--- src/design/fpd_pkg.sv ---
// Shared constants, command codes, parameter carrier and states for the
// fixed pulse drive axis.
// Assumes a single 200 MHz system clock shared by every user.
package fpd_pkg;

  // Clock rate and period of the system clock.
  localparam int unsigned CLK_HZ = 200_000_000;
  localparam int unsigned CLK_PERIOD_NS = 5;

  // Period of the speed ramp step, and its length in clock cycles.
  localparam int unsigned RAMP_TICK_NS = 1000;
  localparam int unsigned RAMP_TICK_CYC =
    (RAMP_TICK_NS + CLK_PERIOD_NS - 1) / CLK_PERIOD_NS;

  // Width of counts, positions and speeds.
  localparam int unsigned POS_W = 32;

  // Width of the command code bus.
  localparam int unsigned CMD_W = 8;

  // Drive command codes.
  localparam logic [CMD_W-1:0] CMD_REL = 8'h50;
  localparam logic [CMD_W-1:0] CMD_CREL = 8'h51;
  localparam logic [CMD_W-1:0] CMD_CONT_PLUS = 8'h52;
  localparam logic [CMD_W-1:0] CMD_CONT_MINUS = 8'h53;
  localparam logic [CMD_W-1:0] CMD_ABS = 8'h54;
  localparam logic [CMD_W-1:0] CMD_DECEL_STOP = 8'h26;
  localparam logic [CMD_W-1:0] CMD_INSTANT_STOP = 8'h27;

  // Reset value and unit step of counters and accumulators.
  localparam logic [POS_W-1:0] ZERO_W = 32'h0000_0000;
  localparam logic [POS_W-1:0] ONE_W = 32'h0000_0001;

  // Drive parameters written by the host, held outside this block.
  typedef struct packed {
    logic signed [POS_W-1:0] drivePulseCount; // Count or destination.
    logic [POS_W-1:0] startSpeedValue; // Initial speed in pulses/s.
    logic [POS_W-1:0] targetSpeedValue; // Drive speed in pulses/s.
    logic [POS_W-1:0] accelDecelRate; // Speed step per ramp tick.
    logic [POS_W-1:0] decelPoint; // Manual deceleration point.
    logic [POS_W-1:0] splitInterval; // Drive pulses per split pulse.
    logic accelEn; // High for a ramped profile.
    logic manualDecel; // High to use decelPoint.
    logic splitEn; // High to emit split pulses.
  } fpd_param_t;

  // Motion states of the axis.
  typedef enum logic [1:0] {
    ST_IDLE,
    ST_ACCEL,
    ST_CONST,
    ST_DECEL
  } fpd_state_t;

endpackage

--- src/design/fpd_axis.sv ---
// Pulse output sequencer of one motor axis: fixed and continuous driving,
// ramp profile, position counters and split pulses.
// Assumes commands, parameters and encoder strobes are synchronous to clk.
//
// Functional notes
// - Continuous drive runs until stop command/input.
// - Relative drive direction follows count sign.
// - Auto decel when remaining at or below accel pulses.
// - Fixed drive ends after all pulses emitted.
// - Code 50h starts relative drive.
// - Code 54h starts absolute drive.
// - Absolute direction/count from destination minus position.
// - Fixed drives run constant or ramped.
// - Deceleration reuses the acceleration rate.
// - Auto decel point used only in ramped fixed drives.
// - Manual mode decelerates at host point.
// - Count override only relative, same direction.
// - Speed change ignored in continuous interpolation.
// - Logical counts drive pulses, real counts encoder.
// - Split pulses every interval of drive pulses.
// - Code 51h runs opposite to count sign.
// - Codes 52h/53h drive plus/minus continuously.
`timescale 1ns/1ps
`default_nettype none

module fpd_axis (
  // Clock and synchronous active-low reset.
  input wire logic clk,
  input wire logic nrst,
  // Command write from the host.
  input wire logic cmdValid,
  input wire logic [fpd_pkg::CMD_W-1:0] cmdCode,
  // Current drive parameters and change strobes.
  input wire fpd_pkg::fpd_param_t params,
  input wire logic countWrite,
  input wire logic speedWrite,
  input wire logic contInterp,
  // External stop and encoder inputs.
  input wire logic extStop,
  input wire logic encUp,
  input wire logic encDown,
  // Drive pulse outputs.
  output logic pulsePlus,
  output logic pulseMinus,
  output logic splitPulse,
  // Status outputs.
  output logic busy,
  output logic dirMinus,
  output logic [fpd_pkg::POS_W-1:0] logicalPos,
  output logic [fpd_pkg::POS_W-1:0] realPos
);
  import fpd_pkg::*;

  // Magnitude of a 33-bit signed value, cut to the counter width.
  function automatic logic [POS_W-1:0] mag33(input logic signed [POS_W:0] v);
    logic [POS_W:0] u;
    u = v[POS_W] ? 33'(-v) : 33'(v);
    return u[POS_W-1:0];
  endfunction

  fpd_state_t state_r, state_nxt; // Motion state.
  logic busy_r; // Registered copy of state not idle.
  logic dirMinus_r; // High while moving in the minus direction.
  logic continuous_r; // High during a continuous drive.
  logic absolute_r; // High during an absolute drive.
  logic counterRel_r; // High during a counter relative drive.
  logic stopReq_r; // Decelerating stop has been requested.
  logic [POS_W-1:0] total_r; // Pulses to emit in a fixed drive.
  logic [POS_W-1:0] emitted_r; // Pulses emitted so far.
  logic [POS_W-1:0] accelPulses_r; // Pulses emitted while ramping up.
  logic [POS_W-1:0] curSpeed_r; // Present output speed.
  logic [POS_W-1:0] phase_r; // Pulse rate accumulator.
  logic [POS_W-1:0] tick_r; // Ramp tick divider.
  logic [POS_W-1:0] startSpd_r, tgtSpd_r, rate_r, decelPt_r;
  logic accelEn_r, manual_r; // Latched profile options.
  logic [POS_W-1:0] logicalPos_r, realPos_r, splitCnt_r;
  logic pulsePlus_r, pulseMinus_r, splitPulse_r;

  // Combinational helpers.
  logic [POS_W:0] phaseSum; // Accumulator plus present speed.
  logic pulseNow; // A drive pulse is emitted this cycle.
  logic rampTick; // Speed ramp step this cycle.
  logic startCmd; // An accepted drive start command.
  logic instantStop; // Stop without deceleration.
  logic decelStop; // Stop with deceleration.
  logic lastPulse; // This pulse completes the fixed drive.
  logic [POS_W-1:0] remaining; // Pulses still to emit.
  logic [POS_W-1:0] newTotal; // Count requested at start or override.
  logic newDirMinus; // Direction requested at start or override.
  logic overrideOk; // A count override is accepted.
  logic signed [POS_W:0] absDiff; // Destination minus logical position.

  // Pulse timing, stop decode and start decode.
  always_comb begin
    phaseSum = {1'b0, phase_r} + {1'b0, curSpeed_r};
    pulseNow = (state_r != ST_IDLE) && (phaseSum >= (POS_W+1)'(CLK_HZ));
    rampTick = (tick_r == POS_W'(RAMP_TICK_CYC - 1));
    remaining = total_r - emitted_r;
    lastPulse = pulseNow && !continuous_r && (emitted_r + ONE_W == total_r);
    instantStop = cmdValid && (cmdCode == CMD_INSTANT_STOP);
    decelStop = (cmdValid && (cmdCode == CMD_DECEL_STOP)) || extStop;
    absDiff = 33'(params.drivePulseCount) - 33'(signed'(logicalPos_r));
    // Direction and count from the signed count register.
    newDirMinus = params.drivePulseCount[POS_W-1];
    newTotal = mag33(33'(params.drivePulseCount));
    if (cmdValid && cmdCode == CMD_CREL) begin
      newDirMinus = !params.drivePulseCount[POS_W-1];
    end else if (cmdValid && cmdCode == CMD_ABS) begin
      newDirMinus = absDiff[POS_W];
      newTotal = mag33(absDiff);
    end else if (cmdValid && cmdCode == CMD_CONT_PLUS) begin
      newDirMinus = 1'b0;
    end else if (cmdValid && cmdCode == CMD_CONT_MINUS) begin
      newDirMinus = 1'b1;
    end
    if (countWrite && counterRel_r) begin
      newDirMinus = !params.drivePulseCount[POS_W-1];
    end
    // Fixed drives with nothing to emit do not start.
    startCmd = cmdValid && (state_r == ST_IDLE) &&
      (((cmdCode == CMD_REL || cmdCode == CMD_CREL || cmdCode == CMD_ABS) &&
        newTotal != ZERO_W) ||
       cmdCode == CMD_CONT_PLUS || cmdCode == CMD_CONT_MINUS);
    // Override only in relative kinds and only keeping direction.
    overrideOk = countWrite && (state_r != ST_IDLE) && !continuous_r &&
      !absolute_r && (newDirMinus == dirMinus_r) &&
      (newTotal != ZERO_W);
  end

  // Next motion state.
  always_comb begin
    state_nxt = state_r;
    unique case (state_r)
      ST_IDLE: begin
        if (startCmd) begin
          state_nxt = params.accelEn ? ST_ACCEL : ST_CONST;
        end
      end
      ST_ACCEL, ST_CONST, ST_DECEL: begin
        if (accelEn_r && (decelStop || stopReq_r)) begin
          state_nxt = ST_DECEL;
        end else if (accelEn_r && state_r == ST_DECEL && overrideOk) begin
          state_nxt = ST_ACCEL; // Longer count ramps up again.
        end else if (accelEn_r && !continuous_r && state_r != ST_DECEL &&
                     (manual_r ? remaining <= decelPt_r
                               : remaining <= accelPulses_r)) begin
          state_nxt = ST_DECEL;
        end else if (state_r == ST_ACCEL && rampTick &&
                     curSpeed_r + rate_r >= tgtSpd_r) begin
          state_nxt = ST_CONST;
        end else if (state_r == ST_CONST && accelEn_r &&
                     curSpeed_r < tgtSpd_r) begin
          state_nxt = ST_ACCEL;
        end
        // Ending conditions override everything else.
        if (instantStop || lastPulse) begin
          state_nxt = ST_IDLE;
        end else if (decelStop && !accelEn_r) begin
          state_nxt = ST_IDLE;
        end else if (stopReq_r && rampTick && curSpeed_r <= startSpd_r) begin
          state_nxt = ST_IDLE;
        end else if (overrideOk && newTotal <= emitted_r) begin
          state_nxt = ST_IDLE; // Shortened to or below output so far.
        end
      end
    endcase
  end

  // Motion state, drive kind and latched profile.
  always_ff @(posedge clk) begin
    if (!nrst) begin
      state_r <= ST_IDLE;
      busy_r <= 1'b0;
      dirMinus_r <= 1'b0;
      continuous_r <= 1'b0;
      absolute_r <= 1'b0;
      counterRel_r <= 1'b0;
      stopReq_r <= 1'b0;
      startSpd_r <= ZERO_W;
      rate_r <= ZERO_W;
      decelPt_r <= ZERO_W;
      accelEn_r <= 1'b0;
      manual_r <= 1'b0;
    end else begin
      state_r <= state_nxt;
      busy_r <= (state_nxt != ST_IDLE);
      if (startCmd) begin
        dirMinus_r <= newDirMinus;
        continuous_r <= (cmdCode == CMD_CONT_PLUS) ||
          (cmdCode == CMD_CONT_MINUS);
        absolute_r <= (cmdCode == CMD_ABS);
        counterRel_r <= (cmdCode == CMD_CREL);
        stopReq_r <= 1'b0;
        startSpd_r <= params.startSpeedValue;
        rate_r <= params.accelDecelRate;
        decelPt_r <= params.decelPoint;
        accelEn_r <= params.accelEn;
        manual_r <= params.manualDecel;
      end else if (state_nxt == ST_IDLE) begin
        stopReq_r <= 1'b0;
      end else if (decelStop) begin
        stopReq_r <= 1'b1;
      end
    end
  end

  // Target speed: latched at start, changeable except in interpolation.
  always_ff @(posedge clk) begin
    if (!nrst) begin
      tgtSpd_r <= ZERO_W;
    end else if (startCmd || (speedWrite && !contInterp)) begin
      tgtSpd_r <= params.targetSpeedValue;
    end
  end

  // Pulse count, emitted pulses and pulses used while ramping up.
  always_ff @(posedge clk) begin
    if (!nrst) begin
      total_r <= ZERO_W;
      emitted_r <= ZERO_W;
      accelPulses_r <= ZERO_W;
    end else if (startCmd) begin
      total_r <= newTotal;
      emitted_r <= ZERO_W;
      accelPulses_r <= ZERO_W;
    end else begin
      if (overrideOk) begin
        total_r <= newTotal;
      end
      if (pulseNow) begin
        emitted_r <= emitted_r + ONE_W;
        if (state_r == ST_ACCEL) begin
          accelPulses_r <= accelPulses_r + ONE_W;
        end
      end
    end
  end

  // Speed ramp and pulse rate accumulator.
  always_ff @(posedge clk) begin
    if (!nrst) begin
      curSpeed_r <= ZERO_W;
      phase_r <= ZERO_W;
      tick_r <= ZERO_W;
    end else if (state_nxt == ST_IDLE) begin
      curSpeed_r <= ZERO_W;
      phase_r <= ZERO_W;
      tick_r <= ZERO_W;
    end else begin
      tick_r <= rampTick ? ZERO_W : tick_r + ONE_W;
      phase_r <= pulseNow ? POS_W'(phaseSum - (POS_W+1)'(CLK_HZ))
                          : phaseSum[POS_W-1:0];
      if (startCmd) begin
        // Constant speed starts at drive speed, ramps at initial speed.
        curSpeed_r <= params.accelEn ? params.startSpeedValue
                                     : params.targetSpeedValue;
      end else if (!accelEn_r) begin
        curSpeed_r <= tgtSpd_r;
      end else if (rampTick && state_r == ST_ACCEL) begin
        curSpeed_r <= (curSpeed_r + rate_r >= tgtSpd_r) ?
          tgtSpd_r : curSpeed_r + rate_r;
      end else if (rampTick && state_r == ST_DECEL) begin
        // Deceleration steps by the acceleration rate.
        curSpeed_r <= (curSpeed_r <= startSpd_r + rate_r) ?
          startSpd_r : curSpeed_r - rate_r;
      end else if (rampTick && state_r == ST_CONST &&
                   curSpeed_r > tgtSpd_r) begin
        curSpeed_r <= (curSpeed_r <= tgtSpd_r + rate_r) ?
          tgtSpd_r : curSpeed_r - rate_r;
      end
    end
  end

  // Logical and real position counters.
  always_ff @(posedge clk) begin
    if (!nrst) begin
      logicalPos_r <= ZERO_W;
      realPos_r <= ZERO_W;
    end else begin
      if (pulseNow) begin
        logicalPos_r <= dirMinus_r ? logicalPos_r - ONE_W
                                   : logicalPos_r + ONE_W;
      end
      if (encUp && !encDown) begin
        realPos_r <= realPos_r + ONE_W;
      end else if (encDown && !encUp) begin
        realPos_r <= realPos_r - ONE_W;
      end
    end
  end

  // Drive pulse outputs and split pulses.
  always_ff @(posedge clk) begin
    if (!nrst) begin
      pulsePlus_r <= 1'b0;
      pulseMinus_r <= 1'b0;
      splitPulse_r <= 1'b0;
      splitCnt_r <= ZERO_W;
    end else begin
      pulsePlus_r <= pulseNow && !dirMinus_r;
      pulseMinus_r <= pulseNow && dirMinus_r;
      splitPulse_r <= 1'b0;
      if (startCmd) begin
        splitCnt_r <= ZERO_W;
      end else if (pulseNow && params.splitEn) begin
        if (splitCnt_r + ONE_W >= params.splitInterval) begin
          splitPulse_r <= 1'b1;
          splitCnt_r <= ZERO_W;
        end else begin
          splitCnt_r <= splitCnt_r + ONE_W;
        end
      end
    end
  end

  // Outputs straight from flip-flops.
  assign pulsePlus = pulsePlus_r;
  assign pulseMinus = pulseMinus_r;
  assign splitPulse = splitPulse_r;
  assign busy = busy_r;
  assign dirMinus = dirMinus_r;
  assign logicalPos = logicalPos_r;
  assign realPos = realPos_r;
endmodule

`default_nettype wire

--- config.mk ---
export PLATFORM = sky130hd
export DESIGN_NAME = fpd_axis
export DESIGN_NICKNAME = d
export VERILOG_FILES = /design/src/design/fpd_pkg.sv /design/src/design/fpd_axis.sv
export SDC_FILE = /design/constraint.sdc
export NUM_CORES = 2
export LEC_CHECK = 0
export BUFFER_PORTS_ARGS = -buffer_cell sky130_fd_sc_hd__buf_2
export CAP_MARGIN = 30
export CORE_MARGIN = 4
export CORE_UTILIZATION = 40
export DETAILED_ROUTE_END_ITERATION = 7
export SYNTH_ARGS = -nofsm -noshare
export SYNTH_HDL_FRONTEND = slang
export SYNTH_SLANG_ARGS = --single-unit
--- constraint.sdc ---
create_clock -name clk -period 13.4 [get_ports clk]
set_input_delay 0.67 -clock clk [delete_from_list [all_inputs] [get_ports clk]]
set_output_delay 0.67 -clock clk [all_outputs]
set_load 0.02 [all_outputs]
Yosys cells after proc, flatten, opt, wreduce, memory -nomap -nowiden
Index checks and enable logic that the tools add are counted.

storage, ports and cells
  flip-flop bits (word level) = 429
  input port bits = 212
  output and inout bits = 69
  word-level logic and storage cells = 182

operators by class
  add/sub/neg operators = 18
  order comparisons = 11
  equal/unequal tests = 15
  mux-type cells = 39
  bitwise gates (word level) = 2
  reduce and logical (&&, ||, !) cells = 72

operator list
  cell                                                                  number
  two-way mux 32 bit                                                    20
  adder 32 x 1 -> 32 bit (second input constant)                        6
  <= comparator 32 bit                                                  6
  adder 32 bit                                                          3
  greater-or-equal comparator 32 bit                                    2
  negation 32 bit                                                       2
  subtractor 32 x 1 -> 32 bit (second input constant)                   2
  subtractor 32 bit                                                     2
  logical AND 1 bit                                                     41
  == test 8 x 7 -> 1 bit (second input constant)                        5
  adder 32 x 32 -> 33 bit                                               1
  greater-or-equal comparator 33 x 28 -> 1 bit (second input constant)  1
  subtractor 32 x 32 -> 33 bit                                          1
  == test 32 bit                                                        1
  == test 32 x 8 -> 1 bit (second input constant)                       1
  > comparator 32 bit                                                   1
  less-than comparator 32 bit                                           1
  nonzero test 32 bit                                                   1
  subtractor 32 x 28 -> 32 bit (second input constant)                  1
  two-way mux 2 bit                                                     11
  == test 8 x 6 -> 1 bit (second input constant)                        2
  OR reduction 3 bit                                                    4
  logical OR 1 bit                                                      9
  zero test 1 bit                                                       8
  12 further kinds                                                      25

Logic depth before layout (Yosys ltp)
  word-level depth = 20
  gate-level depth with buffers = 36
  mapped depth without buffers = 35

Worst setup path before layout
OpenSTA, ideal clock, no wires.

  path type = reg2reg
  start = reg rate_r[1]
  end = reg curSpeed_r[30]
  setup time = 60 ps
  data arrival time = 7228 ps
  required time = 13340 ps
  setup slack = 6112 ps
  stages on the path, launching flop included = 35
  path buffers = 1
  period minus slack after synthesis = 7288 ps
  path through = dfxtp_1 ha_1 a21o_1 a21o_1 a21oi_1 o21ai_0 a41o_1 o311ai_0 a31oi_1 a41o_1 o41a_1 a21o_1 a21oi_1 nor2_1 o41a_1 and4_1 a2111oi_0 a21oi_1 xnor2_1 ha_1 nand4_1 nor2_1 nand3_1 a21oi_1 o21a_1 nor2_1 clkbuf_1 nor2_1 nand2_1 o2bb2ai_1 a221oi_1 o21bai_1 mux2_2 o221ai_1 o2111a_1

on the way
  longest elaborated chain between the ends = 14

ends and longest elaborated chain
  item                                line                                               RTL
  from (decl)                         fpd_axis.sv:74                                     logic [POS_W-1:0] startSpd_r, tgtSpd_r, rate_r, decelPt_r;
  from (signal assigned)              fpd_axis.sv:195                                    rate_r <= params.accelDecelRate;
  adder 32 bit                        fpd_axis.sv:149, fpd_axis.sv:260, fpd_axis.sv:261
  greater-or-equal comparator 32 bit  fpd_axis.sv:149, fpd_axis.sv:260
  logical AND 1 bit                   fpd_axis.sv:148                                    end else if (state_r == ST_ACCEL && rampTick &&
  two-way mux 2 bit                   fpd_axis.sv:148
  two-way mux 2 bit                   fpd_axis.sv:144                                    end else if (accelEn_r && !continuous_r && state_r != ST_DECEL &&
  two-way mux 2 bit                   fpd_axis.sv:142                                    end else if (accelEn_r && state_r == ST_DECEL && overrideOk) begin
  two-way mux 2 bit                   fpd_axis.sv:140                                    if (accelEn_r && (decelStop || stopReq_r)) begin
  two-way mux 2 bit                   fpd_axis.sv:162                                    end else if (overrideOk && newTotal <= emitted_r) begin
  two-way mux 2 bit                   fpd_axis.sv:160                                    end else if (stopReq_r && rampTick && curSpeed_r <= startSpd_r) begin
  two-way mux 2 bit                   fpd_axis.sv:158                                    end else if (decelStop && !accelEn_r) begin
  two-way mux 2 bit                   fpd_axis.sv:156                                    if (instantStop || lastPulse) begin
  case mux 2 bit (2 select lines)     fpd_axis.sv:133                                    unique case (state_r)
  zero test 2 bit                     fpd_axis.sv:245                                    end else if (state_nxt == ST_IDLE) begin
  OR reduction 2 bit (no line)        --
  to (signal assigned)                fpd_axis.sv:255                                    curSpeed_r <= params.accelEn ? params.startSpeedValue
  to (signal assigned)                fpd_axis.sv:258                                    curSpeed_r <= tgtSpd_r;
  to (signal assigned)                fpd_axis.sv:260                                    curSpeed_r <= (curSpeed_r + rate_r >= tgtSpd_r) ?
  to (decl)                           fpd_axis.sv:71                                     logic [POS_W-1:0] curSpeed_r;

Parallel ways exist; a longest one is shown, timed or not. The select of a mux whose other input is x is not followed.
A chain may end at the register's enable or synchronous reset.

Worst setup path after layout
Same ends and word-level chain as after synthesis.

==> results_dict.tcl <==
set metrics [dict create \
    status "finished clean" \
    cts.repair.resized 0 \
    setup_violations 0 \
    cts_made_buffers 58 \
    avgSynthCellArea_um2 7.638 \
    die_h_um 334.2 \
    min_from "params[81]" \
    drtAntennaViolNets 0 \
    overflow 0 \
    synth_commonest_cells "nand2_1 (581), ha_1 (575), nor2_1 (468)" \
    start_kind "flop" \
    cts_setup_buffers 0 \
    cp.arrival_ns 10.26 \
    syn_to_final_growth_pct 11.01 \
    drive_above_1_share_pct 8.564 \
    clock_skew_ns 0.03545 \
    fin_crit_ns 9.660 \
    first_global_vias 38280 \
    regArea_mm2 0.008589 \
    cts_tree "built" \
    die_w_um 334.2 \
    rsz0062_at_grt "no" \
    synth_ff_type "dfxtp_1" \
    rr_worst_depth 34 \
    ir_worst_vdd_v 0.00008931 \
    placedCellCount 7079 \
    ctsLongestPathBuffers 3 \
    multi_input_area_mm2 0.03188 \
    whs_ns 0.2354 \
    fin_total_pwr_mw 4.033 \
    drt_iter0_drc 2829 \
    finish.utilization_pct 44.82 \
    grt_pass1_wl_um 212200 \
    dp.final_hpwl_um 106600 \
    ys_async_sr_fraction_pct 0 \
    tightest_slew_ns 1.012 \
    worst_path_max_delay_cell "o21a_1" \
    crit_type "reg -> reg" \
    ios 281 \
    portBuffers 280 \
    whs_path_depth 3 \
    relSlewSlack_pct 32.34 \
    cap_violations 0 \
    hold_path.class "in -> reg" \
    ys_ff_latch 429 \
    slew_violations 0 \
    reg2reg_from "rate_r[1]" \
    yosysMostFrequentCell "nand2_1" \
    avgRoutedWirePerCell_um 18.93 \
    initial_core_util_pct 40.38 \
    fin_setup_tns_ns 0 \
    yosys.area.top_type "dfxtp_1" \
    fin_crit_sh_pct 72.09 \
    rows 119 \
    crit_required_ns 14.00 \
    slowest_delay_ns 0.75 \
    cts.reportedPaths.clkPinSlew_ns 0.06 \
    worstSkewPairLatency_ns 0.68 \
    synth_edf_count 0 \
    ctsHoldBuffers 0 \
    dieArea_mm2 0.1117 \
    drcViolationCount 0 \
    antenna_found_initial 13 \
    gp_congestion 0.9235 \
    cts_sinks 429 \
    clockRootBuffer "clkbuf_16" \
    finalHoldViolations 0 \
    fmax_mhz 103.5 \
    whs_endpoint "rate_r[14]" \
    fillers 10780 \
    htree_num_levels 2 \
    core_mm2 0.1054 \
    r2r_end "curSpeed_r[30]" \
    vias 40440 \
    synth_top_area_share_pct 20.18 \
    synthCells 5573 \
    synth_seq_area_share_pct 20.18 \
    leakage_nw 20.17 \
    synth.area.top_cells "dfxtp_1 (20%), ha_1 (17%), xnor2_1 (6.6%)" \
    wl_um 136200 \
    r2r_slack_ns 3.74 \
    ys_warn_count 0 \
    powerDensity_mw_per_mm2 85.34 \
    dr.pass1.iters 6 \
    critPathMaxFanout 13 \
    syn_nets 6369 \
    fin_cells 7193 \
    grt_max_degree 127 \
    synth_cell_type_count 99 \
    grt_usage_pct 23.40 \
    worstSetupEndpointType "flop" \
    syn_area_mm2 0.04257 \
    via_per_inst 5.622 \
    final_nets 6545 \
]
[state kept, by name (all words and copies together), names as in the netlist, 2 cells and up]
signal,count
decelPt_r,32
tick_r,32
splitCnt_r,32
realPos,32
logicalPos,32
emitted_r,32
rate_r,32
state_r,2
startSpd_r,32
total_r,32
phase_r,32
curSpeed_r,32
tgtSpd_r,32
accelPulses_r,32
[logic make-up after synthesis]
logic type,Yosys count,synth area share (%)
AND/OR/NAND/NOR,1994,22.75
adder cells (fa/ha/maj),584,17.32
AO/OA/AOI/OAI,1428,22.36
multiplexers,111,2.634
flip-flops,429,20.18
XOR/XNOR,469,9.650
buffers and inverters,558,5.109
[layout make-up]
cell class / count / share of cell area [%]
Sequential cell: 429 / 18.18
Clock inverter: 27 / 0.7255
Timing Repair Buffer: 316 / 3.673
Inverter: 358 / 2.844
Antenna cell: 10 / 0.05296
Clock buffer: 76 / 3.384
Tap cell: 1391 / 3.683
Multi-Input combinational cell: 4586 / 67.46
[per-layer routing]
metal / share of wire [%] / wire, µm / vias up / GRT usage (%)
li1: - / - / 20230 / -
met4: 3.1 / 4198 / 6 / 7.223
met1: 46 / 62640 / 18880 / 31.72
met5: 0.031 / 42 / - / 0
met3: 6.5 / 8838 / 212 / 4.062
met2: 44 / 60470 / 1110 / 37.98
[layout by cell type (no fill, tap or decap), types with 146 or more instances in the layout]
cell     synthesis  final
nand2_1        581    580
ha_1           575    575
nor2_1         468    468
dfxtp_1        429    428
a21oi_1        362    362
inv_1          357    357
xnor2_1        323    323
buf_2           40    280
o21ai_0        254    253
nor2b_1        149    148
xor2_1         146    146
[worst max-delay path by stage]
| stage | start | to | cells past startpoint |
|---|---|---|---|
| final | rate_r[1] | curSpeed_r[30] | 34 |
| after global routing | rate_r[1] | curSpeed_r[29] | 34 |
| after CTS | rate_r[1] | curSpeed_r[30] | 34 |
| after detailed placement | rate_r[1] | curSpeed_r[30] | 34 |
| after global placement | rate_r[1] | curSpeed_r[30] | 34 |
| after floorplan | rate_r[1] | curSpeed_r[30] | 34 |
[power breakdown]
part / internal, mW / switching (mW)
Clock: 0.955 / 0.662
Combinational: 0.448 / 0.598
Sequential: 1.32 / 0.0462
[worst max-delay path: cells and delay by family, from the launching register on]
kind            cells  cell delay, ns
mux                 1            0.26
compound gates     22            6.03
xor+xnor            1            0.17
buf+inv             1            0.22
flops               1            0.56
fa+ha+maj           2            0.61
simple gates        7            1.71
[per-stage QoR]
step	worst slack [ns]	area (µm²)
2_1_floorplan	6.112	42570
3_3_place_gp	3.994	45200
3_5_place_dp	3.917	45260
4_1_cts	3.878	47200
5_1_grt	3.183	47230
6_report	3.740	47250
Power figures use the tool's default switching activity.
